`src/common/crp_pkg.sv`:
```
// Constants shared by the configuration access requester and target.
// Assumes a single 25 MHz clock on both ends and an in-order token link.

package crp_pkg;

	// ==========================================================
	// Tokens
	localparam logic [7:0]  TOK_WR      = 8'hC0;
	localparam logic [7:0]  TOK_RD      = 8'hC1;
	localparam logic [7:0]  TOK_PWR     = 8'h24;
	localparam logic [7:0]  TOK_PRD     = 8'h25;
	localparam logic [7:0]  TOK_END     = 8'h01;
	localparam logic [7:0]  TOK_ACK     = 8'h03;
	localparam logic [7:0]  TOK_NAK     = 8'h04;

	// ==========================================================
	// Destinations and identities; the identity values are arbitrary.
	localparam int          NUM_BANKS   = 10;
	localparam logic [15:0] SFX_TILE    = 16'hC20C;
	localparam logic [15:0] SFX_NODE    = 16'hC30C;
	localparam logic [7:0]  SFX_PERI    = 8'h0D;
	localparam logic [15:0] TILE_ID     = 16'h0001;
	localparam logic [15:0] NODE_ID     = 16'h0002;
	localparam logic [7:0]  PERI_ID     = 8'h01;
	localparam logic [23:0] REQ_CHAN    = 24'h00_0102;

	// ==========================================================
	// Register file sizes and status resource layout.
	localparam logic [16:0] NREG        = 17'h0_0010;
	localparam logic [7:0]  PERI_MAX    = 8'h04;
	localparam logic [7:0]  PS_TAG      = 8'h0C;
	localparam int          PS_SHIFT    = 8;

	// ==========================================================
	// Enumerations
	typedef enum logic [1:0] {
		BANK_NONE = 2'h0,
		BANK_TILE = 2'h1,
		BANK_NODE = 2'h2,
		BANK_PERI = 2'h3
	} crp_bank_e;

	typedef enum logic [1:0] {
		KIND_TILE = 2'h0,
		KIND_NODE = 2'h1,
		KIND_PERI = 2'h2,
		KIND_PS   = 2'h3
	} crp_kind_e;

endpackage

```
`src/common/crp_cfg_if.sv`:
```
// Token link and status port between requester and configuration target.
// Assumes both ends share one clock; the testbench supplies it.
`timescale 1ns/1ps
`default_nettype none

interface crp_cfg_if;
	// Request tokens, requester to target.
	logic        req_valid;
	logic        req_ctrl;
	logic [7:0]  req_data;
	logic        req_ready;
	logic [31:0] dest;
	// Response tokens, target to requester.
	logic        rsp_valid;
	logic        rsp_ctrl;
	logic [7:0]  rsp_data;
	logic        rsp_ready;
	logic [23:0] rsp_dest;
	// Processor status access.
	logic        ps_valid;
	logic        ps_write;
	logic [15:0] ps_resid;
	logic [31:0] ps_wdata;
	logic        ps_done;
	logic        ps_ok;
	logic [31:0] ps_rdata;

	modport dev (
		input  req_valid, req_ctrl, req_data, dest, rsp_ready,
		input  ps_valid, ps_write, ps_resid, ps_wdata,
		output req_ready, rsp_valid, rsp_ctrl, rsp_data, rsp_dest,
		output ps_done, ps_ok, ps_rdata
	);

	modport req (
		output req_valid, req_ctrl, req_data, dest, rsp_ready,
		output ps_valid, ps_write, ps_resid, ps_wdata,
		input  req_ready, rsp_valid, rsp_ctrl, rsp_data, rsp_dest,
		input  ps_done, ps_ok, ps_rdata
	);
endinterface // crp_cfg_if

`default_nettype wire

```
`src/hw/crp_cfg_dev.sv`:
```
// Configuration register target: decodes token messages, answers them.
// Assumes the requester holds each token until accepted.
`timescale 1ns/1ps
`default_nettype none

module crp_cfg_dev (
	// Clock and reset
	input  wire logic  REF_CLK,
	input  wire logic  RESET,
	// Link
	crp_cfg_if.dev     LINK,
	// Status
	output logic       BUSY,
	output logic       FAIL,
	output logic [31:0] TILE_CTRL
);

	// ==========================================================
	// State
	typedef enum logic [8:0] {
		S_IDLE = 9'h001,
		S_RID  = 9'h002,
		S_REG  = 9'h004,
		S_SIZE = 9'h008,
		S_DATA = 9'h010,
		S_END  = 9'h020,
		S_ACK  = 9'h040,
		S_RDAT = 9'h080,
		S_FIN  = 9'h100
	} crp_dev_state_e;

	crp_dev_state_e     state_ff, nxt_state;
	crp_pkg::crp_bank_e bank_ff, nxt_bank, dec_bank;
	logic [7:0]  cnt_ff, nxt_cnt;
	logic [23:0] rid_ff, nxt_rid;
	logic [15:0] reg_ff, nxt_reg;
	logic [7:0]  size_ff, nxt_size;
	logic [31:0] dat_ff, nxt_dat;
	logic        bad_ff, nxt_bad;
	logic        wr_ff, nxt_wr;
	logic        in_rdy_ff, nxt_in_rdy;
	logic        o_vld_ff, nxt_o_vld;
	logic        o_ctl_ff, nxt_o_ctl;
	logic [7:0]  o_dat_ff, nxt_o_dat;
	logic        busy_ff, nxt_busy;
	logic        fail_ff, nxt_fail;
	logic [31:0] tile_mem [16];
	logic [31:0] nxt_tile [16];
	logic [31:0] node_mem [16];
	logic [31:0] nxt_node [16];
	logic [7:0]  peri_mem [16];
	logic [7:0]  nxt_peri [16];
	logic [31:0] ps_mem   [16];
	logic [31:0] nxt_ps   [16];
	logic        ps_done_ff, nxt_ps_done;
	logic        ps_ok_ff, nxt_ps_ok;
	logic [31:0] ps_rdata_ff, nxt_ps_rdata;

	logic        acc;
	logic        snd;
	logic        is_end;
	logic        rsp_now;
	logic        ld_byte;
	logic [3:0]  rd_idx;
	logic [7:0]  nbytes;
	logic [16:0] span;

	assign acc    = LINK.req_valid && in_rdy_ff;
	assign snd    = o_vld_ff && LINK.rsp_ready;
	assign is_end = LINK.req_ctrl && (LINK.req_data == crp_pkg::TOK_END);
	assign nbytes = (bank_ff == crp_pkg::BANK_PERI) ? size_ff : 8'h04;
	assign span   = {1'b0, reg_ff} + {9'h000, LINK.req_data};

	// ==========================================================
	// Bank decode from the channel destination.
	always_comb begin
		dec_bank = crp_pkg::BANK_NONE;
		if (LINK.dest == {crp_pkg::TILE_ID, crp_pkg::SFX_TILE}) begin
			dec_bank = crp_pkg::BANK_TILE;
		end else if (LINK.dest == {crp_pkg::NODE_ID, crp_pkg::SFX_NODE}) begin
			dec_bank = crp_pkg::BANK_NODE;
		end else if (LINK.dest == {crp_pkg::NODE_ID, crp_pkg::PERI_ID, crp_pkg::SFX_PERI}) begin
			dec_bank = crp_pkg::BANK_PERI;
		end
	end

	// ==========================================================
	// Message engine.
	always_comb begin
		nxt_state = state_ff;
		nxt_bank  = bank_ff;
		nxt_cnt   = cnt_ff;
		nxt_rid   = rid_ff;
		nxt_reg   = reg_ff;
		nxt_size  = size_ff;
		nxt_dat   = dat_ff;
		nxt_bad   = bad_ff;
		nxt_wr    = wr_ff;
		nxt_o_vld = o_vld_ff;
		nxt_o_ctl = o_ctl_ff;
		nxt_o_dat = o_dat_ff;
		nxt_fail  = 1'b0;
		nxt_tile  = tile_mem;
		nxt_node  = node_mem;
		nxt_peri  = peri_mem;
		rsp_now   = 1'b0;
		ld_byte   = 1'b0;
		rd_idx    = 4'h0;
		case (state_ff)
			S_IDLE: begin
				if (acc) begin
					nxt_cnt  = 8'h00;
					nxt_rid  = 24'h00_0000;
					nxt_reg  = 16'h0000;
					nxt_size = 8'h00;
					nxt_dat  = 32'h0000_0000;
					nxt_bank = dec_bank;
					nxt_bad  = 1'b1;
					nxt_wr   = 1'b0;
					nxt_state = S_END;
					if (LINK.req_ctrl) begin
						case (LINK.req_data)
							crp_pkg::TOK_WR, crp_pkg::TOK_RD: begin
								nxt_wr    = (LINK.req_data == crp_pkg::TOK_WR);
								nxt_bad   = (dec_bank != crp_pkg::BANK_TILE) &&
								            (dec_bank != crp_pkg::BANK_NODE);
								nxt_state = S_RID;
							end
							crp_pkg::TOK_PWR, crp_pkg::TOK_PRD: begin
								nxt_wr    = (LINK.req_data == crp_pkg::TOK_PWR);
								nxt_bad   = (dec_bank != crp_pkg::BANK_PERI);
								nxt_state = S_RID;
							end
							crp_pkg::TOK_END: begin
								rsp_now = 1'b1;
							end
							default: begin
								nxt_state = S_END;
							end
						endcase
					end
				end
			end
			S_RID, S_REG, S_SIZE, S_DATA: begin
				if (acc && LINK.req_ctrl) begin
					nxt_bad = 1'b1;
					if (is_end) begin
						rsp_now = 1'b1;
					end else begin
						nxt_state = S_END;
					end
				end else if (acc) begin
					nxt_cnt = cnt_ff + 8'h01;
					case (state_ff)
						S_RID: begin
							nxt_rid = {rid_ff[15:0], LINK.req_data};
							if (cnt_ff == 8'h02) begin
								nxt_cnt   = 8'h00;
								nxt_state = S_REG;
							end
						end
						S_REG: begin
							nxt_reg = {reg_ff[7:0], LINK.req_data};
							if (bank_ff == crp_pkg::BANK_PERI) begin
								nxt_cnt   = 8'h00;
								nxt_state = S_SIZE;
							end else if (cnt_ff == 8'h01) begin
								nxt_cnt   = 8'h00;
								nxt_state = wr_ff ? S_DATA : S_END;
							end
						end
						S_SIZE: begin
							nxt_size = LINK.req_data;
							nxt_cnt  = 8'h00;
							if (span > crp_pkg::NREG ||
							    (wr_ff && LINK.req_data > crp_pkg::PERI_MAX)) begin
								nxt_bad = 1'b1;
							end
							nxt_state = (wr_ff && LINK.req_data != 8'h00) ? S_DATA : S_END;
						end
						default: begin
							nxt_dat = {dat_ff[23:0], LINK.req_data};
							if (cnt_ff + 8'h01 == nbytes) begin
								nxt_state = S_END;
							end
						end
					endcase
				end
			end
			S_END: begin
				if (acc) begin
					if (is_end) begin
						rsp_now = 1'b1;
					end else begin
						nxt_bad = 1'b1;
					end
				end
			end
			S_ACK: begin
				if (snd) begin
					if (!bad_ff && !wr_ff && nbytes != 8'h00) begin
						nxt_state = S_RDAT;
						nxt_cnt   = 8'h00;
						ld_byte   = 1'b1;
					end else begin
						nxt_state = S_FIN;
						nxt_o_dat = crp_pkg::TOK_END;
					end
				end
			end
			S_RDAT: begin
				if (snd) begin
					nxt_cnt = cnt_ff + 8'h01;
					nxt_dat = {dat_ff[23:0], 8'h00};
					if (cnt_ff + 8'h01 == nbytes) begin
						nxt_state = S_FIN;
						nxt_o_ctl = 1'b1;
						nxt_o_dat = crp_pkg::TOK_END;
					end else begin
						ld_byte = 1'b1;
					end
				end
			end
			S_FIN: begin
				if (snd) begin
					nxt_o_vld = 1'b0;
					nxt_state = S_IDLE;
				end
			end
			default: begin
				nxt_state = S_IDLE;
			end
		endcase
		if (rsp_now) begin
			if (nxt_bank != crp_pkg::BANK_PERI && {1'b0, nxt_reg} >= crp_pkg::NREG) begin
				nxt_bad = 1'b1;
			end
			if (!nxt_bad && nxt_wr) begin
				case (nxt_bank)
					crp_pkg::BANK_TILE: nxt_tile[nxt_reg[3:0]] = nxt_dat;
					crp_pkg::BANK_NODE: nxt_node[nxt_reg[3:0]] = nxt_dat;
					default: begin
						for (int i = 0; i < 4; i++) begin
							if (i < int'(nxt_size)) begin
								nxt_peri[nxt_reg[3:0] + 4'(i)] =
									nxt_dat[8 * (int'(nxt_size) - 1 - i) +: 8];
							end
						end
					end
				endcase
			end else if (!nxt_bad) begin
				nxt_dat = (nxt_bank == crp_pkg::BANK_NODE) ? node_mem[nxt_reg[3:0]]
				                                          : tile_mem[nxt_reg[3:0]];
			end
			nxt_state = S_ACK;
			nxt_o_vld = 1'b1;
			nxt_o_ctl = 1'b1;
			nxt_o_dat = nxt_bad ? crp_pkg::TOK_NAK : crp_pkg::TOK_ACK;
			nxt_fail  = nxt_bad;
		end
		if (ld_byte) begin
			rd_idx    = reg_ff[3:0] + nxt_cnt[3:0];
			nxt_o_ctl = 1'b0;
			nxt_o_dat = (bank_ff == crp_pkg::BANK_PERI) ? peri_mem[rd_idx] : nxt_dat[31:24];
		end
		nxt_in_rdy = (nxt_state == S_IDLE) || (nxt_state == S_RID) ||
		             (nxt_state == S_REG) || (nxt_state == S_SIZE) ||
		             (nxt_state == S_DATA) || (nxt_state == S_END);
		nxt_busy   = (nxt_state != S_IDLE);
	end

	// ==========================================================
	// Processor status access, one word per request.
	always_comb begin
		nxt_ps       = ps_mem;
		nxt_ps_done  = LINK.ps_valid;
		nxt_ps_ok    = LINK.ps_valid && (LINK.ps_resid[7:0] == crp_pkg::PS_TAG) &&
		               ({9'h000, LINK.ps_resid[15:8]} < crp_pkg::NREG);
		nxt_ps_rdata = 32'h0000_0000;
		if (nxt_ps_ok && LINK.ps_write) begin
			nxt_ps[LINK.ps_resid[11:8]] = LINK.ps_wdata;
		end else if (nxt_ps_ok) begin
			nxt_ps_rdata = ps_mem[LINK.ps_resid[11:8]];
		end
	end

	// ==========================================================
	// Registers
	always_ff @(posedge REF_CLK or posedge RESET) begin
		if (RESET) begin
			state_ff    <= S_IDLE;
			bank_ff     <= crp_pkg::BANK_NONE;
			cnt_ff      <= 8'h00;
			rid_ff      <= 24'h00_0000;
			reg_ff      <= 16'h0000;
			size_ff     <= 8'h00;
			dat_ff      <= 32'h0000_0000;
			bad_ff      <= 1'b0;
			wr_ff       <= 1'b0;
			in_rdy_ff   <= 1'b0;
			o_vld_ff    <= 1'b0;
			o_ctl_ff    <= 1'b0;
			o_dat_ff    <= 8'h00;
			busy_ff     <= 1'b0;
			fail_ff     <= 1'b0;
			ps_done_ff  <= 1'b0;
			ps_ok_ff    <= 1'b0;
			ps_rdata_ff <= 32'h0000_0000;
			for (int i = 0; i < 16; i++) begin
				tile_mem[i] <= 32'h0000_0000;
				node_mem[i] <= 32'h0000_0000;
				peri_mem[i] <= 8'h00;
				ps_mem[i]   <= 32'h0000_0000;
			end
		end else begin
			state_ff    <= nxt_state;
			bank_ff     <= nxt_bank;
			cnt_ff      <= nxt_cnt;
			rid_ff      <= nxt_rid;
			reg_ff      <= nxt_reg;
			size_ff     <= nxt_size;
			dat_ff      <= nxt_dat;
			bad_ff      <= nxt_bad;
			wr_ff       <= nxt_wr;
			in_rdy_ff   <= nxt_in_rdy;
			o_vld_ff    <= nxt_o_vld;
			o_ctl_ff    <= nxt_o_ctl;
			o_dat_ff    <= nxt_o_dat;
			busy_ff     <= nxt_busy;
			fail_ff     <= nxt_fail;
			ps_done_ff  <= nxt_ps_done;
			ps_ok_ff    <= nxt_ps_ok;
			ps_rdata_ff <= nxt_ps_rdata;
			tile_mem    <= nxt_tile;
			node_mem    <= nxt_node;
			peri_mem    <= nxt_peri;
			ps_mem      <= nxt_ps;
		end
	end

	assign LINK.req_ready = in_rdy_ff;
	assign LINK.rsp_valid = o_vld_ff;
	assign LINK.rsp_ctrl  = o_ctl_ff;
	assign LINK.rsp_data  = o_dat_ff;
	assign LINK.rsp_dest  = rid_ff;
	assign LINK.ps_done   = ps_done_ff;
	assign LINK.ps_ok     = ps_ok_ff;
	assign LINK.ps_rdata  = ps_rdata_ff;
	assign BUSY           = busy_ff;
	assign FAIL           = fail_ff;
	assign TILE_CTRL      = tile_mem[0];

endmodule // crp_cfg_dev

`default_nettype wire

```
`src/flat_wrapper.sv`:
```
// flat-port wrapper written by rule: the top's interface ports become plain ports
module crp_cfg_dev_flat 
  (REF_CLK, RESET, BUSY, FAIL, TILE_CTRL, LINK_req_valid, LINK_req_ctrl, LINK_req_data, LINK_dest, LINK_rsp_ready, LINK_ps_valid, LINK_ps_write, LINK_ps_resid, LINK_ps_wdata, LINK_req_ready, LINK_rsp_valid, LINK_rsp_ctrl, LINK_rsp_data, LINK_rsp_dest, LINK_ps_done, LINK_ps_ok, LINK_ps_rdata);
  crp_cfg_if LINK_i ();
  input  wire logic REF_CLK;
  input  wire logic RESET;
  output logic BUSY;
  output logic FAIL;
  output logic [31:0] TILE_CTRL;
  input wire logic [$bits(LINK_i.req_valid)-1:0] LINK_req_valid;
  input wire logic [$bits(LINK_i.req_ctrl)-1:0] LINK_req_ctrl;
  input wire logic [$bits(LINK_i.req_data)-1:0] LINK_req_data;
  input wire logic [$bits(LINK_i.dest)-1:0] LINK_dest;
  input wire logic [$bits(LINK_i.rsp_ready)-1:0] LINK_rsp_ready;
  input wire logic [$bits(LINK_i.ps_valid)-1:0] LINK_ps_valid;
  input wire logic [$bits(LINK_i.ps_write)-1:0] LINK_ps_write;
  input wire logic [$bits(LINK_i.ps_resid)-1:0] LINK_ps_resid;
  input wire logic [$bits(LINK_i.ps_wdata)-1:0] LINK_ps_wdata;
  output wire logic [$bits(LINK_i.req_ready)-1:0] LINK_req_ready;
  output wire logic [$bits(LINK_i.rsp_valid)-1:0] LINK_rsp_valid;
  output wire logic [$bits(LINK_i.rsp_ctrl)-1:0] LINK_rsp_ctrl;
  output wire logic [$bits(LINK_i.rsp_data)-1:0] LINK_rsp_data;
  output wire logic [$bits(LINK_i.rsp_dest)-1:0] LINK_rsp_dest;
  output wire logic [$bits(LINK_i.ps_done)-1:0] LINK_ps_done;
  output wire logic [$bits(LINK_i.ps_ok)-1:0] LINK_ps_ok;
  output wire logic [$bits(LINK_i.ps_rdata)-1:0] LINK_ps_rdata;
  assign LINK_i.req_valid = LINK_req_valid;
  assign LINK_i.req_ctrl = LINK_req_ctrl;
  assign LINK_i.req_data = LINK_req_data;
  assign LINK_i.dest = LINK_dest;
  assign LINK_i.rsp_ready = LINK_rsp_ready;
  assign LINK_i.ps_valid = LINK_ps_valid;
  assign LINK_i.ps_write = LINK_ps_write;
  assign LINK_i.ps_resid = LINK_ps_resid;
  assign LINK_i.ps_wdata = LINK_ps_wdata;
  assign LINK_req_ready = LINK_i.req_ready;
  assign LINK_rsp_valid = LINK_i.rsp_valid;
  assign LINK_rsp_ctrl = LINK_i.rsp_ctrl;
  assign LINK_rsp_data = LINK_i.rsp_data;
  assign LINK_rsp_dest = LINK_i.rsp_dest;
  assign LINK_ps_done = LINK_i.ps_done;
  assign LINK_ps_ok = LINK_i.ps_ok;
  assign LINK_ps_rdata = LINK_i.ps_rdata;
  crp_cfg_dev u_core (.REF_CLK(REF_CLK), .RESET(RESET), .LINK(LINK_i), .BUSY(BUSY), .FAIL(FAIL), .TILE_CTRL(TILE_CTRL));
endmodule
```
`config.mk`:
```
export PLATFORM = sky130hd
export DESIGN_NAME = crp_cfg_dev_flat
export DESIGN_NICKNAME = d
export VERILOG_FILES = /design/src/common/crp_pkg.sv /design/src/common/crp_cfg_if.sv /design/src/hw/crp_cfg_dev.sv /design/src/flat_wrapper.sv
export SDC_FILE = /design/constraint.sdc
export NUM_CORES = 2
export LEC_CHECK = 0
export BUFFER_PORTS_ARGS = -buffer_cell sky130_fd_sc_hd__buf_2
export CORE_MARGIN = 2
export CORE_UTILIZATION = 60
export DETAILED_ROUTE_END_ITERATION = 10
export HOLD_SLACK_MARGIN = 0.03
export PLACE_DENSITY_LB_ADDON = 0.05
export SYNTH_ARGS = -nofsm -noshare
export SYNTH_HDL_FRONTEND = slang
export SYNTH_SLANG_ARGS = --single-unit
```
`constraint.sdc`:
```
create_clock -name REF_CLK -period 68.9 [get_ports REF_CLK]
set_clock_uncertainty 0.2 [all_clocks]
set_input_delay 6.89 -clock REF_CLK [delete_from_list [all_inputs] [get_ports REF_CLK]]
set_output_delay 6.89 -clock REF_CLK [all_outputs]
set_load 0.02 [all_outputs]
```
==> results.py <==
metrics = {
    "detailed_routing": {
        "wl_met2_um": 126000,
        "wl_um": 285000,
        "drc": 1,
        "drt-met1-wl_um": 117000,
        "drt_iter0_markers": 8119,
        "antenna_left": 0,
        "first_pass_iters": 10,
        "viasPerCell": 6.57,
        "num_vias": 71600,
        "wl_met3_um": 27700,
        "highest-signal-layer": "met5",
        "wl_per_cell_um": 26.2,
    },
    "synthesis": {
        "avgSynthCellArea_um2": 9.64,
        "ys_types": 93,
        "ys_ff_latch": 1812,
        "synth_cells": 9116,
        "synthArstFlopShare_pct": 100,
        "synth_edf_count": 0,
        "ys_seq_area_share_pct": 51.6,
        "yosys_warnings": 0,
        "synthFlopType": "dfrtp_1",
        "syn_area_mm2": 0.0878,
        "synth_nets": 9241,
    },
    "global_route": {
        "grt_pass1_wl_um": 435000,
        "grt_overflow": 0,
        "track_usage_pct": 38.0,
        "grt_antenna_before_repair": 14,
        "grt_max_degree": 189,
        "grt_pass1_vias": 69100,
    },
    "sta": {
        "report.final.slew_viol_count": 0,
        "fin_crit_sh_pct": 18.8,
        "rsz0062_at_grt": "false",
        "tns_ns": 0,
        "fin_crit_ns": 12.98,
        "slew_headroom_pct": 12.6,
        "hold_viol": 0,
        "worst_pin_slew_ns": 1.30,
        "final-setup-viol-count": 0,
        "max_freq_mhz": 77.0,
    },
    "run": {
        "cap_violations": 0,
    },
    "floorplanning": {
        "fp.coreArea_mm2": 0.146,
        "start_util_pct": 60.3,
        "ios": 198,
        "die_x_um": 387,
        "die_height_um": 387,
        "die_area_mm2": 0.149,
        "rows": 140,
    },
    "clock_network": {
        "post_cts_buffers": 0,
        "cts_tree": "built",
        "clk_pin_slew_ns": 0.06,
        "cts-root-buf": "clkbuf_16",
        "cts_buffers": 190,
        "cts_resized": 0,
        "postCtsHoldBufs": 0,
        "cts_sinks": 1812,
        "clockBufferDepth": 3,
        "htree_levels": 4,
        "clk_latency_ns": 0.82,
    },
    "cells_and_area": {
        "final_cell_mix": "nand2_1, dfrtp_1, o21ai_0",
        "nets": 8976,
        "multi_input_area_mm2": 0.0395,
        "fillers": 11500,
        "layout_commonest_cell": "nand2_1",
        "post_route_cells_drive_above_1_share_pct": 17.1,
        "synthToLayoutAreaGrowth_pct": 9.21,
        "final_util_pct": 65.9,
        "regArea_mm2": 0.0453,
    },
    "status": {
        "outcome": "finished with violations",
        "failed_checks": "DRC",
    },
    "worst_setup_path": {
        "critPathArrivalTime_ns": 13.48,
        "endpoint_kind": "register",
        "criticalPathCategory": "input pin to register",
        "cp-start-kind": "input pin",
        "cp_data_required_time_ns": 69.40,
        "cp_max_fo": 27,
    },
    "place": {
        "io_buffers": 197,
        "dp.final_hpwl_um": 168000,
        "place_congestion": 0.986,
    },
    "power_and_ir_drop": {
        "p_total_mw": 2.18,
        "power.density_mw_per_mm2": 22.7,
        "ir_drop_uv": 28.5,
        "p_leak_nw": 41.6,
    },
    "min_path": {
        "hold_path_class": "register to register",
    },
}
cell type report:
type | instances | area share, %
Sequential cell | 1812 | 47.3
Antenna cell | 2 | 0.00522
Clock inverter | 31 | 0.443
Timing Repair Buffer | 373 | 2.51
Inverter | 41 | 0.189
Clock buffer | 297 | 5.86
Multi-Input combinational cell | 6433 | 41.2
Tap cell | 1917 | 2.50
cell families (layout without fill, tap and decap cells):
| family | Yosys count | count (layout) | share of synthesized area [%] |
|---|---|---|---|
| simple gates | 3419 | 3419 | 16.5 |
| compound gates | 2159 | 2159 | 14.5 |
| flops | 1812 | 1812 | 51.6 |
| buf+inv | 871 | 742 | 3.91 |
| mux | 798 | 798 | 12.7 |
| fa+ha+maj | 30 | 30 | 0.444 |
| xor+xnor | 27 | 27 | 0.302 |
| other cells | 0 | 2 | 0 |
cell usage after synthesis, types with 9 or more instances:
library cell,number,share of area (%)
nand2_1,2481,11
dfrtp_1,1811,52
o21ai_0,1313,7.5
clkbuf_1,683,2.9
mux2_2,546,7.0
nand3_1,374,2.1
mux4_2,201,5.2
a31oi_1,158,1.1
and3_1,144,1.0
nor2_1,124,0.53
a21oi_1,96,0.55
buf_1,91,0.39
o21ai_1,84,0.48
a311oi_1,78,0.78
o211ai_1,67,0.57
o221ai_1,61,0.61
a22oi_1,55,0.47
mux2i_1,51,0.58
nor3_1,49,0.28
nand4_1,46,0.33
nor2b_1,38,0.27
a221oi_1,33,0.33
buf_4,33,0.28
o22ai_1,31,0.22
inv_1,30,0.13
nor4_1,30,0.21
a32oi_1,28,0.28
ha_1,28,0.40
nand2b_1,24,0.17
buf_2,21,0.12
or3_1,19,0.14
and2_1,18,0.13
o21a_1,18,0.15
a22o_1,17,0.17
a21o_1,15,0.13
xnor2_1,15,0.15
o21ba_1,12,0.14
a211oi_1,10,0.085
o32ai_1,10,0.10
nor4b_1,9,0.090
or4_1,9,0.077
xor2_1,9,0.090
layer usage:
layer	vias to the layer above	track usage, %
met3	873	8.05
li1	31400	-
met2	3661	56.7
met4	10	18.0
met5	-	0
met1	35600	53.5
stage by stage:
step	setup WS, ns	std cells	hold slack [ns]	area (um^2)
final	55.92	10900	0.274	95900
after CTS	56.12	10900	0.282	95900
after floorplan	10.65	9116	0.249	87800
after global placement	55.50	10600	0.257	89900
after global routing	55.54	10900	0.296	95900
after detailed placement	55.28	10600	0.269	89900
power by group:
| group | internal (mW) | switching (mW) |
|---|---|---|
| Combinational | 0.0243 | 0.0757 |
| Sequential | 1.07 | 0.00522 |
| Clock | 0.570 | 0.434 |
| Total | 1.66 | 0.515 |
worst max-delay path, stage by stage:
cell and delay (ns):
buf_2 0.16, nand3b_1 0.48, or4_1 0.77, a31oi_1 0.59, nand2_2 0.34, inv_2 0.47, ha_1 0.34, inv_1 0.09
xnor2_1 0.32, ha_1 0.21, a31oi_1 0.10, xnor2_1 0.19, nor2_1 0.83, nand2_1 1.00, o221ai_1 0.44, o21ai_1 0.11
o21ai_0 0.12
state kept, by name, indices dropped and copies added, names as in the netlist, 8 cells and up:
name and count:
u_core.tile_mem 480, u_core.cnt_ff 8, u_core.LINK.rsp_dest 24, u_core.LINK.ps_rdata 32, u_core.node_mem 512, u_core.LINK.rsp_data 8, u_core.reg_ff 16, u_core.TILE_CTRL 32
u_core.dat_ff 32, u_core.ps_mem 512, u_core.size_ff 8, u_core.state_ff 9, u_core.peri_mem 128
worst paths after layout:
kind | slack, ns | endpoint | start | cells after the start
worst max-delay path | 55.92 | u_core.peri_mem[20]$_DFFE_PP0P_ | LINK_req_ctrl | 17
worst min-delay path | 0.27 | u_core.LINK.rsp_dest[20]$_DFFE_PP0P_ | u_core.LINK.rsp_dest[20]$_DFFE_PP0P_ | 2
worst max register to register | 61.24 | u_core.peri_mem[20]$_DFFE_PP0P_ | u_core.state_ff[4]$_DFF_PP0_ | 16
worst min register to register | 0.27 | u_core.LINK.rsp_dest[20]$_DFFE_PP0P_ | u_core.LINK.rsp_dest[20]$_DFFE_PP0P_ | 2
max in group asynchronous | 57.84 | u_core.peri_mem[2]$_DFFE_PP0P_ | RESET | 7
min in group asynchronous | 6.00 | u_core.TILE_CTRL[12]$_DFFE_PP0P_ | RESET | 2
Note: power is estimated with default switching activity, not from simulation.
